**config.mk**
```make
export PLATFORM = sky130hd
export DESIGN_NAME = operating_mode_clock_select
export DESIGN_NICKNAME = d
export VERILOG_FILES = /design/src/verilog/opmode_pkg.sv /design/src/verilog/clock_tick_gen.sv /design/src/verilog/operating_mode_clock_select.sv
export SDC_FILE = /design/constraint.sdc
export NUM_CORES = 1
export LEC_CHECK = 0
export ABC_AREA = 1
export BUFFER_PORTS_ARGS = -buffer_cell sky130_fd_sc_hd__buf_4
export CAP_MARGIN = 20
export CORE_MARGIN = 1
export CORE_UTILIZATION = 45
export DETAILED_ROUTE_END_ITERATION = 6
export PLACE_DENSITY_LB_ADDON = 0.3
export SYNTH_ARGS = -nofsm -noshare
export SYNTH_HDL_FRONTEND = slang
export SYNTH_SLANG_ARGS = --single-unit
```
**constraint.sdc**
```tcl
create_clock -name clk_sys -period 1.7 [get_ports clk_sys]
set_input_delay 0.34 -clock clk_sys [delete_from_list [all_inputs] [get_ports clk_sys]]
set_output_delay 0.34 -clock clk_sys [all_outputs]
set_load 0.01 [all_outputs]
```
**src/verilog/opmode_pkg.sv**
```systemverilog
// constants shared by the operating mode and clock select block
// assumes a 20 MHz system clock and an AHB-Lite register bus
package opmode_pkg;
  // register indices: each register is one aligned word at four times its index
  localparam logic [15:0] IDX_SYSTEM_CONTROL_TWO = 16'hFFF1;
  localparam logic [15:0] IDX_MODE_CONTROL       = 16'hFFF4;
  localparam logic [15:0] IDX_MODE_STATUS        = 16'hFFF8;
  localparam logic [15:0] IDX_MEDIUM_DIVIDER     = 16'hFFFC;
  // register byte addresses on the bus
  localparam logic [17:0] ADDR_SYSTEM_CONTROL_TWO = {IDX_SYSTEM_CONTROL_TWO, 2'b00};
  localparam logic [17:0] ADDR_MODE_CONTROL       = {IDX_MODE_CONTROL, 2'b00};
  localparam logic [17:0] ADDR_MODE_STATUS        = {IDX_MODE_STATUS, 2'b00};
  localparam logic [17:0] ADDR_MEDIUM_DIVIDER     = {IDX_MEDIUM_DIVIDER, 2'b00};
  // system_control_two field positions
  localparam int BIT_NOISE_SEL = 4;
  localparam int BIT_DIRECT    = 3;
  localparam int BIT_LOW_SPEED = 2;
  localparam int BIT_MID_SPEED = 1;
  // mode_control field positions
  localparam int BIT_STANDBY   = 0;
  localparam int BIT_TIMER     = 1;
  // reset values
  localparam logic [1:0] RST_MEDIUM_DIVIDER = 2'h3;
  localparam logic       RST_NOISE_SEL      = 1'b1;
  localparam logic       RST_DIRECT         = 1'b0;
  localparam logic       RST_LOW_SPEED      = 1'b0;
  localparam logic       RST_MID_SPEED      = 1'b0;
  localparam logic       RST_STANDBY        = 1'b0;
  localparam logic       RST_TIMER          = 1'b0;
  // divider widths: osc/128 needs 7 bits of prescaler
  localparam int PRESCALE_W = 7;
  localparam logic [6:0] NOISE_DIV16_MASK = 7'h0F;
  localparam logic [6:0] NOISE_DIV4_MASK  = 7'h03;

  typedef enum logic [2:0] {
    MODE_HIGH, MODE_MEDIUM, MODE_SUB, MODE_SLEEP, MODE_STANDBY, MODE_WATCH
  } op_mode_e;
endpackage

```
**src/verilog/clock_tick_gen.sv**
```systemverilog
// prescaler producing one-cycle tick enables from the oscillator clock
// assumes clk_sys is the oscillator clock
`timescale 1ns/10ps
`default_nettype none
module clock_tick_gen
  import opmode_pkg::*;
#(
  parameter int W = PRESCALE_W
) (
  // clock and reset
  input  wire logic         clk_sys,
  input  wire logic         rst,
  // divider selection
  input  wire logic [1:0]   medium_code,
  input  wire logic         noise_sample_select,
  // ticks
  output logic              medium_tick,
  output logic              noise_tick
);
  logic [W-1:0] count;
  logic [W-1:0] next_count;
  logic [W-1:0] medium_mask;
  logic         next_medium_tick;
  logic         next_noise_tick;

  always_comb begin
    next_count = count + {{(W-1){1'b0}}, 1'b1};
    // osc/16 << code: 16, 32, 64, 128
    medium_mask = W'((16 << medium_code) - 1); // RQ1
    next_medium_tick = ((count & medium_mask) == medium_mask);
    next_noise_tick  = noise_sample_select ?
                       ((count & NOISE_DIV4_MASK) == NOISE_DIV4_MASK) :
                       ((count & NOISE_DIV16_MASK) == NOISE_DIV16_MASK); // RQ3
  end

  always_ff @(posedge clk_sys or posedge rst) begin
    if (rst) begin
      count       <= '0;
      medium_tick <= 1'b0;
      noise_tick  <= 1'b0;
    end else begin
      count       <= next_count;
      medium_tick <= next_medium_tick;
      noise_tick  <= next_noise_tick;
    end
  end
endmodule // clock_tick_gen
`default_nettype wire

```
**src/verilog/operating_mode_clock_select.sv**
```systemverilog
// operating mode controller with medium-speed divider and noise sampler clock select
// assumes an AHB-Lite master, single word transfers, clk_sys as oscillator clock
//
// What this block does
// (RQ1) medium-speed clock is osc divided by 16, 32, 64 or 128 per code
// (RQ2) divider field writes take effect only in high-speed or sub-active mode
// (RQ3) noise sampler uses osc/16 when select is 0, osc/4 when 1
// (RQ4) software clears noise select when the oscillator is 2 to 20 MHz
// (RQ5) direct-transition flag allows sleep to jump between active and sub-active modes
// (RQ6) flag clear: sleep enters standby, watch or sleep mode
// (RQ7) flag set, high-speed, standby 0, middle 1, low 0: go medium-speed
// (RQ8) flag set, either active, standby, timer, low all 1: go sub-active
// (RQ9) flag set, medium-speed, middle and low both 0: go high-speed
// (RQ10) flag set, sub-active, standby 1, timer 1, low 0: high or medium by middle
// (RQ11) low-speed flag picks system clock or sub-clock when leaving watch
// (RQ12) middle-speed flag picks high or medium speed after a cancelled low-power mode
// (RQ13) refused divider writes leave stored value and division untouched
`timescale 1ns/10ps
`default_nettype none
module operating_mode_clock_select
  import opmode_pkg::*;
(
  // clock and reset
  input  wire logic         clk_sys,
  input  wire logic         rst,
  // ahb-lite slave
  input  wire logic         hsel,
  input  wire logic [17:0]  haddr,
  input  wire logic [1:0]   htrans,
  input  wire logic         hwrite,
  input  wire logic [2:0]   hsize,
  input  wire logic [31:0]  hwdata,
  input  wire logic         hready,
  output logic [31:0]       hrdata,
  output logic              hreadyout,
  output logic              hresp,
  // cpu events
  input  wire logic         sleep_exec,
  input  wire logic         wake_event,
  // operating mode and clock ticks
  output logic [2:0]        op_mode,
  output logic              cpu_on_sub_clock,
  output logic              medium_tick,
  output logic              noise_tick
);
  // ----------------------------------------------------------------
  // register state
  // ----------------------------------------------------------------
  logic [1:0] medium_divider;
  logic       noise_sample_select;
  logic       direct_transition_flag;
  logic       low_speed_flag;
  logic       middle_speed_flag;
  logic       standby_select;
  logic       timer_mode_bit;
  logic [1:0] next_medium_divider;
  logic       next_noise_sample_select;
  logic       next_direct_transition_flag;
  logic       next_low_speed_flag;
  logic       next_middle_speed_flag;
  logic       next_standby_select;
  logic       next_timer_mode_bit;

  // bus data-phase capture
  logic        wr_pending;
  logic        next_wr_pending;
  logic [17:0] wr_addr;
  logic [17:0] next_wr_addr;
  logic [31:0] next_hrdata;
  logic        addr_phase;

  op_mode_e mode;
  op_mode_e next_mode;
  logic     next_cpu_on_sub_clock;

  assign addr_phase = hsel && hready && htrans[1];

  // ----------------------------------------------------------------
  // bus slave and register writes
  // ----------------------------------------------------------------
  always_comb begin
    next_medium_divider         = medium_divider;
    next_noise_sample_select    = noise_sample_select;
    next_direct_transition_flag = direct_transition_flag;
    next_low_speed_flag         = low_speed_flag;
    next_middle_speed_flag      = middle_speed_flag;
    next_standby_select         = standby_select;
    next_timer_mode_bit         = timer_mode_bit;
    next_wr_pending             = addr_phase && hwrite;
    next_wr_addr                = addr_phase ? haddr : wr_addr;
    next_hrdata                 = hrdata;
    if (wr_pending) begin
      case (wr_addr)
        ADDR_SYSTEM_CONTROL_TWO: begin
          next_noise_sample_select    = hwdata[BIT_NOISE_SEL]; // RQ3
          next_direct_transition_flag = hwdata[BIT_DIRECT];
          next_low_speed_flag         = hwdata[BIT_LOW_SPEED];
          next_middle_speed_flag      = hwdata[BIT_MID_SPEED];
        end
        ADDR_MODE_CONTROL: begin
          next_standby_select = hwdata[BIT_STANDBY];
          next_timer_mode_bit = hwdata[BIT_TIMER];
        end
        ADDR_MEDIUM_DIVIDER: begin
          // refused outside high-speed and sub-active; no error is signalled
          if (mode == MODE_HIGH || mode == MODE_SUB) begin // RQ2
            next_medium_divider = hwdata[1:0];
          end // RQ13
        end
        default: begin
        end
      endcase
    end
    if (addr_phase && !hwrite) begin
      case (haddr)
        ADDR_SYSTEM_CONTROL_TWO: next_hrdata = {27'h0, noise_sample_select,
                                   direct_transition_flag, low_speed_flag,
                                   middle_speed_flag, 1'b0};
        ADDR_MODE_CONTROL:   next_hrdata = {30'h0, timer_mode_bit, standby_select};
        ADDR_MODE_STATUS:    next_hrdata = {28'h0, cpu_on_sub_clock, mode};
        ADDR_MEDIUM_DIVIDER: next_hrdata = {30'h0, medium_divider};
        default:             next_hrdata = 32'h0;
      endcase
    end
  end

  // ----------------------------------------------------------------
  // mode sequencer
  // ----------------------------------------------------------------
  always_comb begin
    next_mode             = mode;
    next_cpu_on_sub_clock = cpu_on_sub_clock;
    case (mode)
      MODE_HIGH, MODE_MEDIUM: begin
        if (sleep_exec) begin
          if (direct_transition_flag && standby_select && timer_mode_bit &&
              low_speed_flag) begin
            next_mode = MODE_SUB; // RQ8
          end else if (direct_transition_flag && mode == MODE_HIGH &&
                       !standby_select && middle_speed_flag && !low_speed_flag) begin
            next_mode = MODE_MEDIUM; // RQ7
          end else if (direct_transition_flag && mode == MODE_MEDIUM &&
                       !middle_speed_flag && !low_speed_flag) begin
            next_mode = MODE_HIGH; // RQ9
          end else if (standby_select && timer_mode_bit) begin
            next_mode = MODE_WATCH; // RQ6
          end else if (standby_select) begin
            next_mode = MODE_STANDBY; // RQ6
          end else begin
            next_mode = MODE_SLEEP; // RQ6
          end // RQ5
        end
      end
      MODE_SUB: begin
        if (sleep_exec) begin
          if (direct_transition_flag && standby_select && timer_mode_bit &&
              !low_speed_flag) begin
            next_mode = middle_speed_flag ? MODE_MEDIUM : MODE_HIGH; // RQ10
          end else if (standby_select && timer_mode_bit) begin
            next_mode = MODE_WATCH;
          end else begin
            next_mode = MODE_SLEEP;
          end
        end
      end
      MODE_WATCH: begin
        if (wake_event) begin
          if (low_speed_flag) begin
            next_mode = MODE_SUB; // RQ11
          end else begin
            next_mode = middle_speed_flag ? MODE_MEDIUM : MODE_HIGH; // RQ12
          end
        end
      end
      MODE_SLEEP, MODE_STANDBY: begin
        // sleep entered from sub-active returns there
        if (wake_event) begin
          if (cpu_on_sub_clock) begin
            next_mode = MODE_SUB;
          end else begin
            next_mode = middle_speed_flag ? MODE_MEDIUM : MODE_HIGH; // RQ12
          end
        end
      end
      default: next_mode = MODE_HIGH;
    endcase
    if (next_mode != mode && next_mode != MODE_SLEEP && next_mode != MODE_STANDBY) begin
      next_cpu_on_sub_clock = (next_mode == MODE_SUB) || (next_mode == MODE_WATCH &&
                              cpu_on_sub_clock);
    end
  end

  always_ff @(posedge clk_sys or posedge rst) begin
    if (rst) begin
      medium_divider         <= RST_MEDIUM_DIVIDER;
      noise_sample_select    <= RST_NOISE_SEL;
      direct_transition_flag <= RST_DIRECT;
      low_speed_flag         <= RST_LOW_SPEED;
      middle_speed_flag      <= RST_MID_SPEED;
      standby_select         <= RST_STANDBY;
      timer_mode_bit         <= RST_TIMER;
      wr_pending             <= 1'b0;
      wr_addr                <= 18'h0;
      hrdata                 <= 32'h0;
      hreadyout              <= 1'b1;
      hresp                  <= 1'b0;
      mode                   <= MODE_HIGH;
      op_mode                <= 3'h0;
      cpu_on_sub_clock       <= 1'b0;
    end else begin
      medium_divider         <= next_medium_divider;
      noise_sample_select    <= next_noise_sample_select;
      direct_transition_flag <= next_direct_transition_flag;
      low_speed_flag         <= next_low_speed_flag;
      middle_speed_flag      <= next_middle_speed_flag;
      standby_select         <= next_standby_select;
      timer_mode_bit         <= next_timer_mode_bit;
      wr_pending             <= next_wr_pending;
      wr_addr                <= next_wr_addr;
      hrdata                 <= next_hrdata;
      hreadyout              <= 1'b1;
      hresp                  <= 1'b0;
      mode                   <= next_mode;
      op_mode                <= next_mode;
      cpu_on_sub_clock       <= next_cpu_on_sub_clock;
    end
  end

  // ----------------------------------------------------------------
  // clock tick generation
  // ----------------------------------------------------------------
  clock_tick_gen #(
    .W(PRESCALE_W)
  ) u_ticks (
    .clk_sys             (clk_sys),
    .rst                 (rst),
    .medium_code         (medium_divider),
    .noise_sample_select (noise_sample_select),
    .medium_tick         (medium_tick),
    .noise_tick          (noise_tick)
  );
endmodule // operating_mode_clock_select
`default_nettype wire

```
# == Word level (Yosys, flattened, before mapping) ==
# Cells that the tools add are included.
# word_totals
reg_bits,72
wordCells,87
output_inout_bits,40
# classes
shift,1
n_bitwise,1
add_sub_neg,2
reduce_logical,31
n_eq_ne,20
n_mux,17
# op_table
cell,n
18-bit equality test (second input constant),7
3-bit 2-to-1 mux,11
5-bit case mux with 4 select lines,1
1-bit logical AND,19
3-bit case mux with 4 select lines,1
3-bit by 2-bit equality test with 1-bit output (second input constant),3
3-bit equality test (second input constant),3
7-bit by 1-bit adder with 7-bit output (second input constant),1
7-bit AND,1
7-bit equality test,1
5-bit by 2-bit left shift with 7-bit output (first input constant),1
7-bit by 2-bit subtractor with 7-bit output (second input constant),1
4-bit equality test (second input constant),1
1-bit zero test,4
2-bit 2-to-1 mux,2
2-bit AND reduction,2
2-bit OR reduction,2
3-bit by 1-bit equality test with 1-bit output (second input constant),1
3-bit zero test,1
3-bit by 2-bit != test with 1-bit output (second input constant),1
3-bit != test,1
3-bit != test (second input constant),1
3-bit AND reduction,1
2-bit equality test (second input constant),1
other kinds (2),4

# == Depth between registers and ports, before layout ==
# Gate-level depths: netlist (run 1).
# logic_depth
ltp_word,12
mapped_depth,15
mapped_depth_nobuf,14

# == Modules after synthesis ==
# From an unflattened synthesis (run 1), not the netlist that was laid out.
# hier_totals
hier_cells,344
hier_area_um2,2635.0
# by_module_without_submodules
mod,area_each_um2,cells_each,instances,seq_area_each_um2
operating_mode_clock_select,2237.1,300,1,904.6
clock_tick_gen,397.9,44,1,225.2

# == Worst setup path after synthesis (run 1) ==
# OpenSTA, ideal clock, no wires.
# synth_path
path_kind,reg-to-reg
start,reg mode[2]
end,reg cpu_on_sub_clock
path_slack_ps,209
path_buffers,1
setup_ps,117
t_arrival_ps,1374
path_stages_with_launch,14
cell_sequence,dfrtp_1 -> buf_6 -> nor2_1 -> nor2_1 -> nand2_1 -> nor2_1 -> nor2_2 -> nand2_4 -> nand2_1 -> nand2_1 -> nand2_1 -> nand2_1 -> nand2_1 -> nand2_1
# synth_via
elab_chain_len,12
word_cells_on_any_way,32
# synth_rtl
item,line,source
from (decl),operating_mode_clock_select.sv:72,op_mode_e mode;
from (signal assigned),operating_mode_clock_select.sv:223,mode <= next_mode;
3-bit by 1-bit equality test with 1-bit output / 3-bit zero test (equally long branches),"operating_mode_clock_select.sv:133, operating_mode_clock_select.sv:142, operating_mode_clock_select.sv:139",
1-bit logical AND (on tied branches) (2 in a row),"operating_mode_clock_select.sv:142, operating_mode_clock_select.sv:139",
1-bit logical AND (on tied branches),"operating_mode_clock_select.sv:143, operating_mode_clock_select.sv:140",
3-bit 2-to-1 mux / 1-bit logical AND (equally long branches),"operating_mode_clock_select.sv:142, operating_mode_clock_select.sv:140",
3-bit 2-to-1 mux,operating_mode_clock_select.sv:139,end else if (direct_transition_flag && mode == MODE_HIGH &&
3-bit 2-to-1 mux,operating_mode_clock_select.sv:136,if (direct_transition_flag && standby_select && timer_mode_bit &&
3-bit 2-to-1 mux,operating_mode_clock_select.sv:135,if (sleep_exec) begin
3-bit case mux with 4 select lines (*),operating_mode_clock_select.sv:133,case (mode)
via next_mode[0],operating_mode_clock_select.sv:73,op_mode_e next_mode;
3-bit equality test (tied with other cells),operating_mode_clock_select.sv:188,next_cpu_on_sub_clock = (next_mode == MODE_SUB) || (next_mode == MODE_WATCH &&
1-bit logical AND (on tied branches),"operating_mode_clock_select.sv:188, operating_mode_clock_select.sv:187",
1-bit logical OR / 1-bit logical AND (equally long branches),"operating_mode_clock_select.sv:188, operating_mode_clock_select.sv:187",
to (signal assigned),operating_mode_clock_select.sv:225,cpu_on_sub_clock <= next_cpu_on_sub_clock;
to (decl),operating_mode_clock_select.sv:42,"output logic cpu_on_sub_clock,"
# Mark *: on every way through the listed nets, which the timed path passes. The rest lies on a longest branch.
# A chain may end at the register's enable or synchronous reset.

# == Final worst setup path (run 1) ==
# layout_path
start,reg mode[1]
end,reg cpu_on_sub_clock
# The elaborated chain is that of the path after synthesis.

==> impl_metrics.sql, run 1 <==
INSERT INTO impl_metrics (metric_group, metric, value, unit) VALUES
('routing', 'routed-via-count', '2152', ''),
('min_path', 'type_of_the_tightest_min_delay_check', 'in -> async', ''),
('layout', 'layout-drive-gt1-share', '22.4', '%'),
('grt', 'grt_first_pass_wirelength', '8810', 'microns'),
('grt', 'pin_count_of_the_biggest_net_entering_global_routing', '46', ''),
('run_status', 'result_of_the_run', 'finished, final reports clean', ''),
('critical_path', 'cp_slowest_cell', 'sky130_fd_sc_hd__dfrtp_2', ''),
('yosys', 'synth_unique_cells', '33', ''),
('routing', 'routed-wl-met3', '300', 'microns'),
('placement', 'hpwl', '3880', 'microns'),
('layout', 'sequential_cell_area', '0.00113', 'sq mm'),
('timing', 'period_share', '93.3', '%'),
('routing', 'viasPerCell', '4.88', ''),
('floorplan', 'num_io_pins', '102', ''),
('clock_tree', 'ctsResizeCount', '0', ''),
('critical_path', 'worstSetupStartpointType', 'register', ''),
('yosys', 'synth.yosys.warnings', '0', ''),
('yosys', 'synth_xor_xnor_area_share', '1.73', '%'),
('timing', 'period_needed', '1590', 'ps'),
('layout', 'area_delta_synth_final', '16.0', '%'),
('power_and_ir_drop', 'power_density', '999', 'mW/mm^2'),
('yosys', 'synthesis.area_per_instance', '7.84', 'sq um'),
('grt', 'grt_pass1_vias', '2077', ''),
('critical_path', 'timing.critical_path.fanout_max', '9', ''),
('timing', 'finClkSkew', '13.0', 'ps'),
('floorplan', 'die_y', '77.0', 'microns'),
('yosys', 'ys_dominant_reg_cell', 'sky130_fd_sc_hd__dfrtp_1', ''),
('placement', 'final_weighted_congestion_of_routability_driven_global_placement', '0.822', ''),
('timing', 'hold_violations', '0', ''),
('power_and_ir_drop', 'ir_drop', '0.459', 'mV'),
('timing', 'hold-worst-slack', '68.9', 'ps'),
('routing', 'drtAntennaViolNets', '0', ''),
('clock_tree', 'root_buffer', 'sky130_fd_sc_hd__clkbuf_8', ''),
('yosys', 'dominant_combinational_cell_family_by_area_after_synthesis', 'simple AND/OR/NAND/NOR gates', ''),
('job', 'timing.max_cap.violations', '0', ''),
('routing', 'avgRoutedWirePerCell', '11.4', 'microns'),
('timing', 'finalMaxSlewViolations', '0', ''),
('critical_path', 'worst-setup-path-type', 'reg -> reg', ''),
('routing', 'top_layer', 'met4', ''),
('routing', 'drc_errors', '0', ''),
('layout', 'antenna_cells_inserted', '0', ''),
('yosys', 'syn-cell-area', '0.00253', 'sq mm'),
('timing', 'setup_viol_count_final', '0', ''),
('clock_tree', 'htree_num_levels', '2', ''),
('critical_path', 'cpPeakStageDelay', '490', 'ps'),
('power_and_ir_drop', 'leakage', '0.00160', 'uW'),
('yosys', 'synth_compound_gate_area_share', '6.82', '%'),
('floorplan', 'die_area', '0.00593', 'sq mm'),
('routing', 'wl', '5050', 'microns'),
('yosys', 'yosys.area.top_type_share', '41.5', '%'),
('floorplan', 'initial_core_util', '48.1', '%'),
('yosys', 'sequential_share_of_the_synthesized_area', '44.6', '%'),
('yosys', 'yosys-top-cells-count', 'sky130_fd_sc_hd__nand2_1, sky130_fd_sc_hd__dfrtp_1, sky130_fd_sc_hd__buf_4, sky130_fd_sc_hd__inv_1, sky130_fd_sc_hd__nor2_1', ''),
('floorplan', 'row_count', '26', ''),
('yosys', 'synth_simple_gate_area_share', '31.5', '%'),
('yosys', 'synth_adder_area_share', '0.494', '%'),
('critical_path', 'timing.reg2reg.worst_path_depth', '11', ''),
('grt', 'grt_antenna_before_repair', '0', ''),
('yosys', 'yosys_reg_bits', '45', ''),
('critical_path', 'end_kind', 'register', ''),
('grt', 'grt_usage', '18.5', '%'),
('timing', 'fmax', '630', 'MHz'),
('yosys', 'async_flop_share', '100', '%'),
('floorplan', 'die_width', '77.0', 'microns'),
('placement', 'numPortBuffers', '41', ''),
('yosys', 'synth_enable_flop_cells', '0', ''),
('layout', 'multi_input_comb_area', '0.00115', 'sq mm'),
('critical_path', 'cp_data_required_time', '1890', 'ps'),
('layout', 'layout.nets', '433', ''),
('routing', 'm1WireLength', '2280', 'microns'),
('timing', 'totalNegativeSetupSlack', '0', 'ps');
## area by class of cell
| type | instances | area share (%) |
|---|---|---|
| multi-input cells | 240 | 39.2 |
| well taps | 70 | 2.98 |
| clock buffers | 6 | 2.47 |
| clock inverters | 2 | 0.341 |
| repair buffers | 47 | 12.4 |
| flip-flops and latches | 45 | 38.6 |
| inverters | 31 | 3.96 |
## sequential cells by signal, summed over array words and instances, names as in the netlist
register and flops:
cpu_on_sub_clock 1, direct_transition_flag 1, hrdata 5, low_speed_flag 1, medium_divider 2, middle_speed_flag 1
mode 3, noise_sample_select 1, standby_select 1, timer_mode_bit 1, u_ticks.count 7, u_ticks.medium_tick 1
u_ticks.noise_tick 1, wr_addr 18, wr_pending 1
## power breakdown
part	internal [uW]	switching (uW)	total, uW
Combinational	382	565	947
Sequential	1190	150	1340
Clock	286	361	647
Total	1860	1080	2930
## kinds of logic after synthesis
family,count (synthesis)
adder cells (fa/ha/maj),1
XOR/XNOR,5
other,2
flip-flops,45
AO/OA/AOI/OAI,30
buffers and inverters,65
AND/OR/NAND/NOR,175
## cell usage in the layout, fill, tap and decap left out, drive strengths merged, types with 2 or more instances in the layout
cell type	instances
o22ai	2
nor4	5
nor3	6
nand4	10
conb	29
nor2	24
clkbuf	6
o211ai	2
clkinv	3
nand3	20
o21ai	21
a21oi	3
nand2	108
inv	30
buf	47
dfrtp	42
xor2	5
dfstp	3
## worst paths after layout
check	startpoint	end	slack [ps]
min in group clk_sys	haddr[14]	wr_addr[14]	240
max in group asynchronous	rst	noise_sample_select	1350
worst max-delay path	mode[1]	cpu_on_sub_clock	110
worst max register to register	mode[1]	cpu_on_sub_clock	110
worst min-delay path	rst	wr_addr[13]	70
worst min register to register	u_ticks.count[0]	u_ticks.count[0]	450
## layer usage
metal  track usage [%]  up-vias
met2              30.4       68
li1                  -     1077
met5                 0        -
met3              3.45       10
met4              6.23        0
met1              24.3      997
## critical path: cells and delay by family, from the launching register on
kind / cells / cell delay (ps)
AND/OR/NAND/NOR: 9 / 730
flip-flops: 1 / 490
AO/OA/AOI/OAI: 1 / 180
buffers and inverters: 1 / 80
## per-stage QoR
stage	worst slack (ps)	instances	cell area, sq um
2_1_floorplan	209	350	2630
3_3_place_gp	91.9	433	2840
3_5_place_dp	65.8	433	2840
4_1_cts	51.0	441	2920
5_1_grt	-49.4	441	2940
6_report	113	441	2940
(Power assumes the default switching activity.)
==> run 2: changes to the inputs <==
Settings changed: SYNTH_HIERARCHICAL set to 1.
==> run 2 against run 1 <==
Effect of this change: the run now ends with negative hold slack left; maximum frequency up 3.2%; non-clock buffer count up 6; cell area up 6.1%; sequential cell count unchanged; setup slack better by 49 ps; clock-buffer cell count unchanged; worst hold slack worse by 69 ps; combinational power about the same; first-iteration DRC count down 44%; synthesized area up 4.1%; power up 3.5%; clock power up 11%; critical endpoint unchanged.
==> impl_metrics.sql, run 2 <==
INSERT INTO impl_metrics (metric_group, metric, value, unit) VALUES
('layout', 'number_of_flip_flops_under_the_largest_register_name', '18', ''),
('clock_tree', 'clock_insertion_delay_worst_skew', '300', 'ps'),
('yosys', 'synth.yosys.warnings', '6', ''),
('yosys', 'yosys.cell_count.top_type', 'sky130_fd_sc_hd__nand2_1', ''),
('run_status', 'result_of_the_run', 'complete, but fails checks', ''),
('layout', 'finalNonFillerCells', '471', ''),
('critical_path', 'worst-setup-path-type', 'reg -> reg', ''),
('timing', 'fmax', '650', 'MHz'),
('critical_path', 'cpLargestDelayFamily', 'simple AND/OR/NAND/NOR gates', ''),
('layout', 'layout-drive-gt1-share', '23.1', '%'),
('timing', 'grt_setup_unrepaired', 'yes', ''),
('yosys', 'synth_simple_gate_area_share', '28.3', '%'),
('yosys', 'synth_adder_area_share', '0.475', '%'),
('clock_tree', 'cts.path.max_buffers', '2', ''),
('min_path', 'type_of_the_tightest_min_delay_check', 'in -> async', ''),
('grt', 'grt_antenna_before_repair', '0', ''),
('run_status', 'failing_checks', 'negative hold slack', ''),
('yosys', 'sequential_share_of_the_synthesized_area', '42.9', '%'),
('yosys', 'dominant_combinational_cell_family_by_area_after_synthesis', 'simple AND/OR/NAND/NOR gates', ''),
('critical_path', 'cpPeakStageDelay', '490', 'ps'),
('timing', 'finClkSkew', '11.2', 'ps'),
('floorplan', 'core_area', '0.00557', 'sq mm'),
('timing', 'min_setup_slack_post_route', '162', 'ps'),
('yosys', 'synthesis.area_per_instance', '7.66', 'sq um'),
('yosys', 'ys_dominant_reg_cell', 'sky130_fd_sc_hd__dfrtp_1', ''),
('routing', 'drc_errors', '0', ''),
('critical_path', 'cp_data_required_time', '1890', 'ps'),
('yosys', 'syn-cell-area', '0.00264', 'sq mm'),
('critical_path', 'worst_ep_arrival_time', '1730', 'ps'),
('power_and_ir_drop', 'report.power.total', '3040', 'uW'),
('placement', 'placedCellCount', '458', ''),
('yosys', 'synth_xor_xnor_area_share', '0.997', '%'),
('layout', 'most-common-layout-cells', 'sky130_fd_sc_hd__nand2_1, sky130_fd_sc_hd__buf_4, sky130_fd_sc_hd__inv_1, sky130_fd_sc_hd__dfrtp_1, sky130_fd_sc_hd__nor2_1', ''),
('floorplan', 'die_area', '0.00617', 'sq mm'),
('critical_path', 'worstPathCellList', 'inv_2 > nand3_1 > inv_1 > o21ai_0 > o21ai_1 > nor2_2 > nand2_1 > nand2_1 > nand2_1 > nand2_1 > nand2_1 > nand2_1 > nand2_1', ''),
('grt', 'grt_first_pass_wirelength', '9400', 'microns'),
('yosys', 'yosys-top-cells-count', 'sky130_fd_sc_hd__nand2_1, sky130_fd_sc_hd__inv_1, sky130_fd_sc_hd__dfrtp_1, sky130_fd_sc_hd__nor2_1, sky130_fd_sc_hd__buf_4', ''),
('yosys', 'post_synth_mux_area_share', '4.65', '%'),
('yosys', 'synth_enable_flop_cells', '0', ''),
('clock_tree', 'root_buffer', 'sky130_fd_sc_hd__clkbuf_8', ''),
('floorplan', 'row_count', '27', ''),
('layout', 'antenna_cells_inserted', '0', ''),
('placement', 'final_weighted_congestion_of_routability_driven_global_placement', '0.875', ''),
('power_and_ir_drop', 'power_density', '974', 'mW/mm^2'),
('routing', 'viasPerCell', '4.76', ''),
('critical_path', 'buf_inv_on_cp', '2', ''),
('critical_path', 'end_kind', 'register', ''),
('routing', 'routed-via-count', '2244', ''),
('clock_tree', 'numCtsBuffers', '5', ''),
('placement', 'numPortBuffers', '41', ''),
('routing', 'wl', '5320', 'microns'),
('critical_path', 'timing.critical_path.fanout_max', '6', ''),
('clock_tree', 'tritoncts_num_sinks', '45', ''),
('critical_path', 'critical-path-top-cell-by-count', 'sky130_fd_sc_hd__nand2_1', ''),
('clock_tree', 'htree_num_levels', '2', ''),
('critical_path', 'crit_path_start', 'mode[1]', ''),
('timing', 'hold_violations', '1', ''),
('routing', 'avgRoutedWirePerCell', '11.3', 'microns'),
('floorplan', 'initial_core_util', '47.3', '%'),
('timing', 'period_needed', '1540', 'ps'),
('critical_path', 'worstSetupStartpointType', 'register', ''),
('timing', 'slew_hr', '65.8', '%'),
('yosys', 'async_flop_share', '100', '%'),
('layout', 'layout_commonest_cell', 'sky130_fd_sc_hd__nand2_1', ''),
('routing', 'drtAntennaViolNets', '0', ''),
('layout', 'final_core_util', '55.9', '%'),
('clock_tree', 'tritoncts', 'built', ''),
('grt', 'pin_count_of_the_biggest_net_entering_global_routing', '37', ''),
('layout', 'regMostFlops', 'wr_addr', ''),
('clock_tree', 'cts.reportedPaths.clkPinSlew', '90', 'ps'),
('floorplan', 'die_width', '78.5', 'microns'),
('layout', 'area_delta_synth_final', '18.3', '%'),
('critical_path', 'timing.rr.start', 'mode[1]', ''),
('yosys', 'yosysTopAreaCell', 'sky130_fd_sc_hd__dfrtp_1', ''),
('layout', 'biggestRegsByFlops', 'wr_addr (18), u_ticks/count (7), hrdata (5)', ''),
('critical_path', 'cp_slowest_cell', 'sky130_fd_sc_hd__dfrtp_2', ''),
('power_and_ir_drop', 'leakage', '0.00169', 'uW'),
('timing', 'worst-slew-pin-transition', '509', 'ps'),
('job', 'timing.max_cap.violations', '0', ''),
('yosys', 'synth_unique_cells', '32', ''),
('timing', 'setup_viol_count_final', '0', ''),
('layout', 'layout.nets', '461', ''),
('grt', 'global_route.overflow_total', '0', ''),
('yosys', 'synth_instances', '344', ''),
('routing', 'detail_route.first_pass.iterations', '4', ''),
('yosys', 'synthTopCellsByArea', 'sky130_fd_sc_hd__dfrtp_1, sky130_fd_sc_hd__nand2_1, sky130_fd_sc_hd__buf_4', ''),
('timing', 'hold-worst-slack', '-0.128', 'ps'),
('grt', 'grt_pass1_vias', '2153', ''),
('routing', 'detailedRoute.firstIterationViolations', '84', ''),
('yosys', 'synth_compound_gate_area_share', '6.03', '%'),
('grt', 'grt_usage', '19.4', '%'),
('placement', 'place_ws', '7.72', 'ps'),
('floorplan', 'num_io_pins', '102', ''),
('timing', 'finalMaxSlewViolations', '0', ''),
('yosys', 'yosys.area.top_type_share', '39.9', '%'),
('yosys', 'yosys_reg_bits', '45', ''),
('timing', 'period_share', '90.5', '%'),
('floorplan', 'die_y', '78.5', 'microns'),
('power_and_ir_drop', 'ir_drop', '0.440', 'mV'),
('placement', 'hpwl', '4130', 'microns');
run 2: worst paths after layout:
kind                       slack (ps)                 to  cells after the start
max reg2reg                       160   cpu_on_sub_clock                     13
max in group asynchronous        1210  middle_speed_flag                      3
max                               160   cpu_on_sub_clock                     13
min                              -0.1   u_ticks/count[0]                      2
min reg2reg                       480   u_ticks/count[0]                      1
min in group clk_sys              260         wr_pending                      3
run 2: cells by family after synthesis:
family | count (synthesis)
simple gates | 170
buf+inv | 83
flops | 45
compound gates | 29
mux | 11
xor+xnor | 3
other cells | 2
fa+ha+maj | 1
run 2: stage by stage:
stage	area, sq um	TNS [ps]
global route	3120	-42.2
finish	3120	0
floorplan	2740	0
global placement	2940	0
CTS	3040	0
detailed placement	2940	0
run 2: routing by layer:
metal	global-route usage [%]	wire, microns	share of wire, %
met1	25.4	2530	47
met2	31.1	2450	46
met3	3.72	234	4.4
met4	7.96	114	2.1
met5	0	0	0
run 2: worst register-to-register path: stages, from the launching register on:
cell and delay, ps:
sky130_fd_sc_hd__dfrtp_2 490, sky130_fd_sc_hd__inv_2 80, sky130_fd_sc_hd__nand3_1 80, sky130_fd_sc_hd__inv_1 50
sky130_fd_sc_hd__o21ai_0 60, sky130_fd_sc_hd__o21ai_1 100, sky130_fd_sc_hd__nor2_2 150, sky130_fd_sc_hd__nand2_1 100
sky130_fd_sc_hd__nand2_1 70, sky130_fd_sc_hd__nand2_1 50, sky130_fd_sc_hd__nand2_1 60, sky130_fd_sc_hd__nand2_1 50
sky130_fd_sc_hd__nand2_1 50, sky130_fd_sc_hd__nand2_1 40
run 2: final cells by class:
type,instances,area [sq um]
fill,547,2460
clock buffer,6,82.6
timing repair buffer,53,402
multi-input combinational,243,1200
clock inverter,2,16.3
inverter,50,188
sequential,45,1130
tap,72,90.1
run 2: where the power goes:
group | internal, uW | leakage [uW] | switching, uW
registers | 1200 | 0.000536 | 171
logic | 437 | 0.00111 | 511
clock network | 335 | 0.0000478 | 383
total | 1970 | 0.00169 | 1060
run 2: what timing repair did:
item,4_1_cts,5_1_grt
buffers inserted,0,5
gates resized for setup,0,13
hold buffers,0,0
setup endpoints to repair,0,2
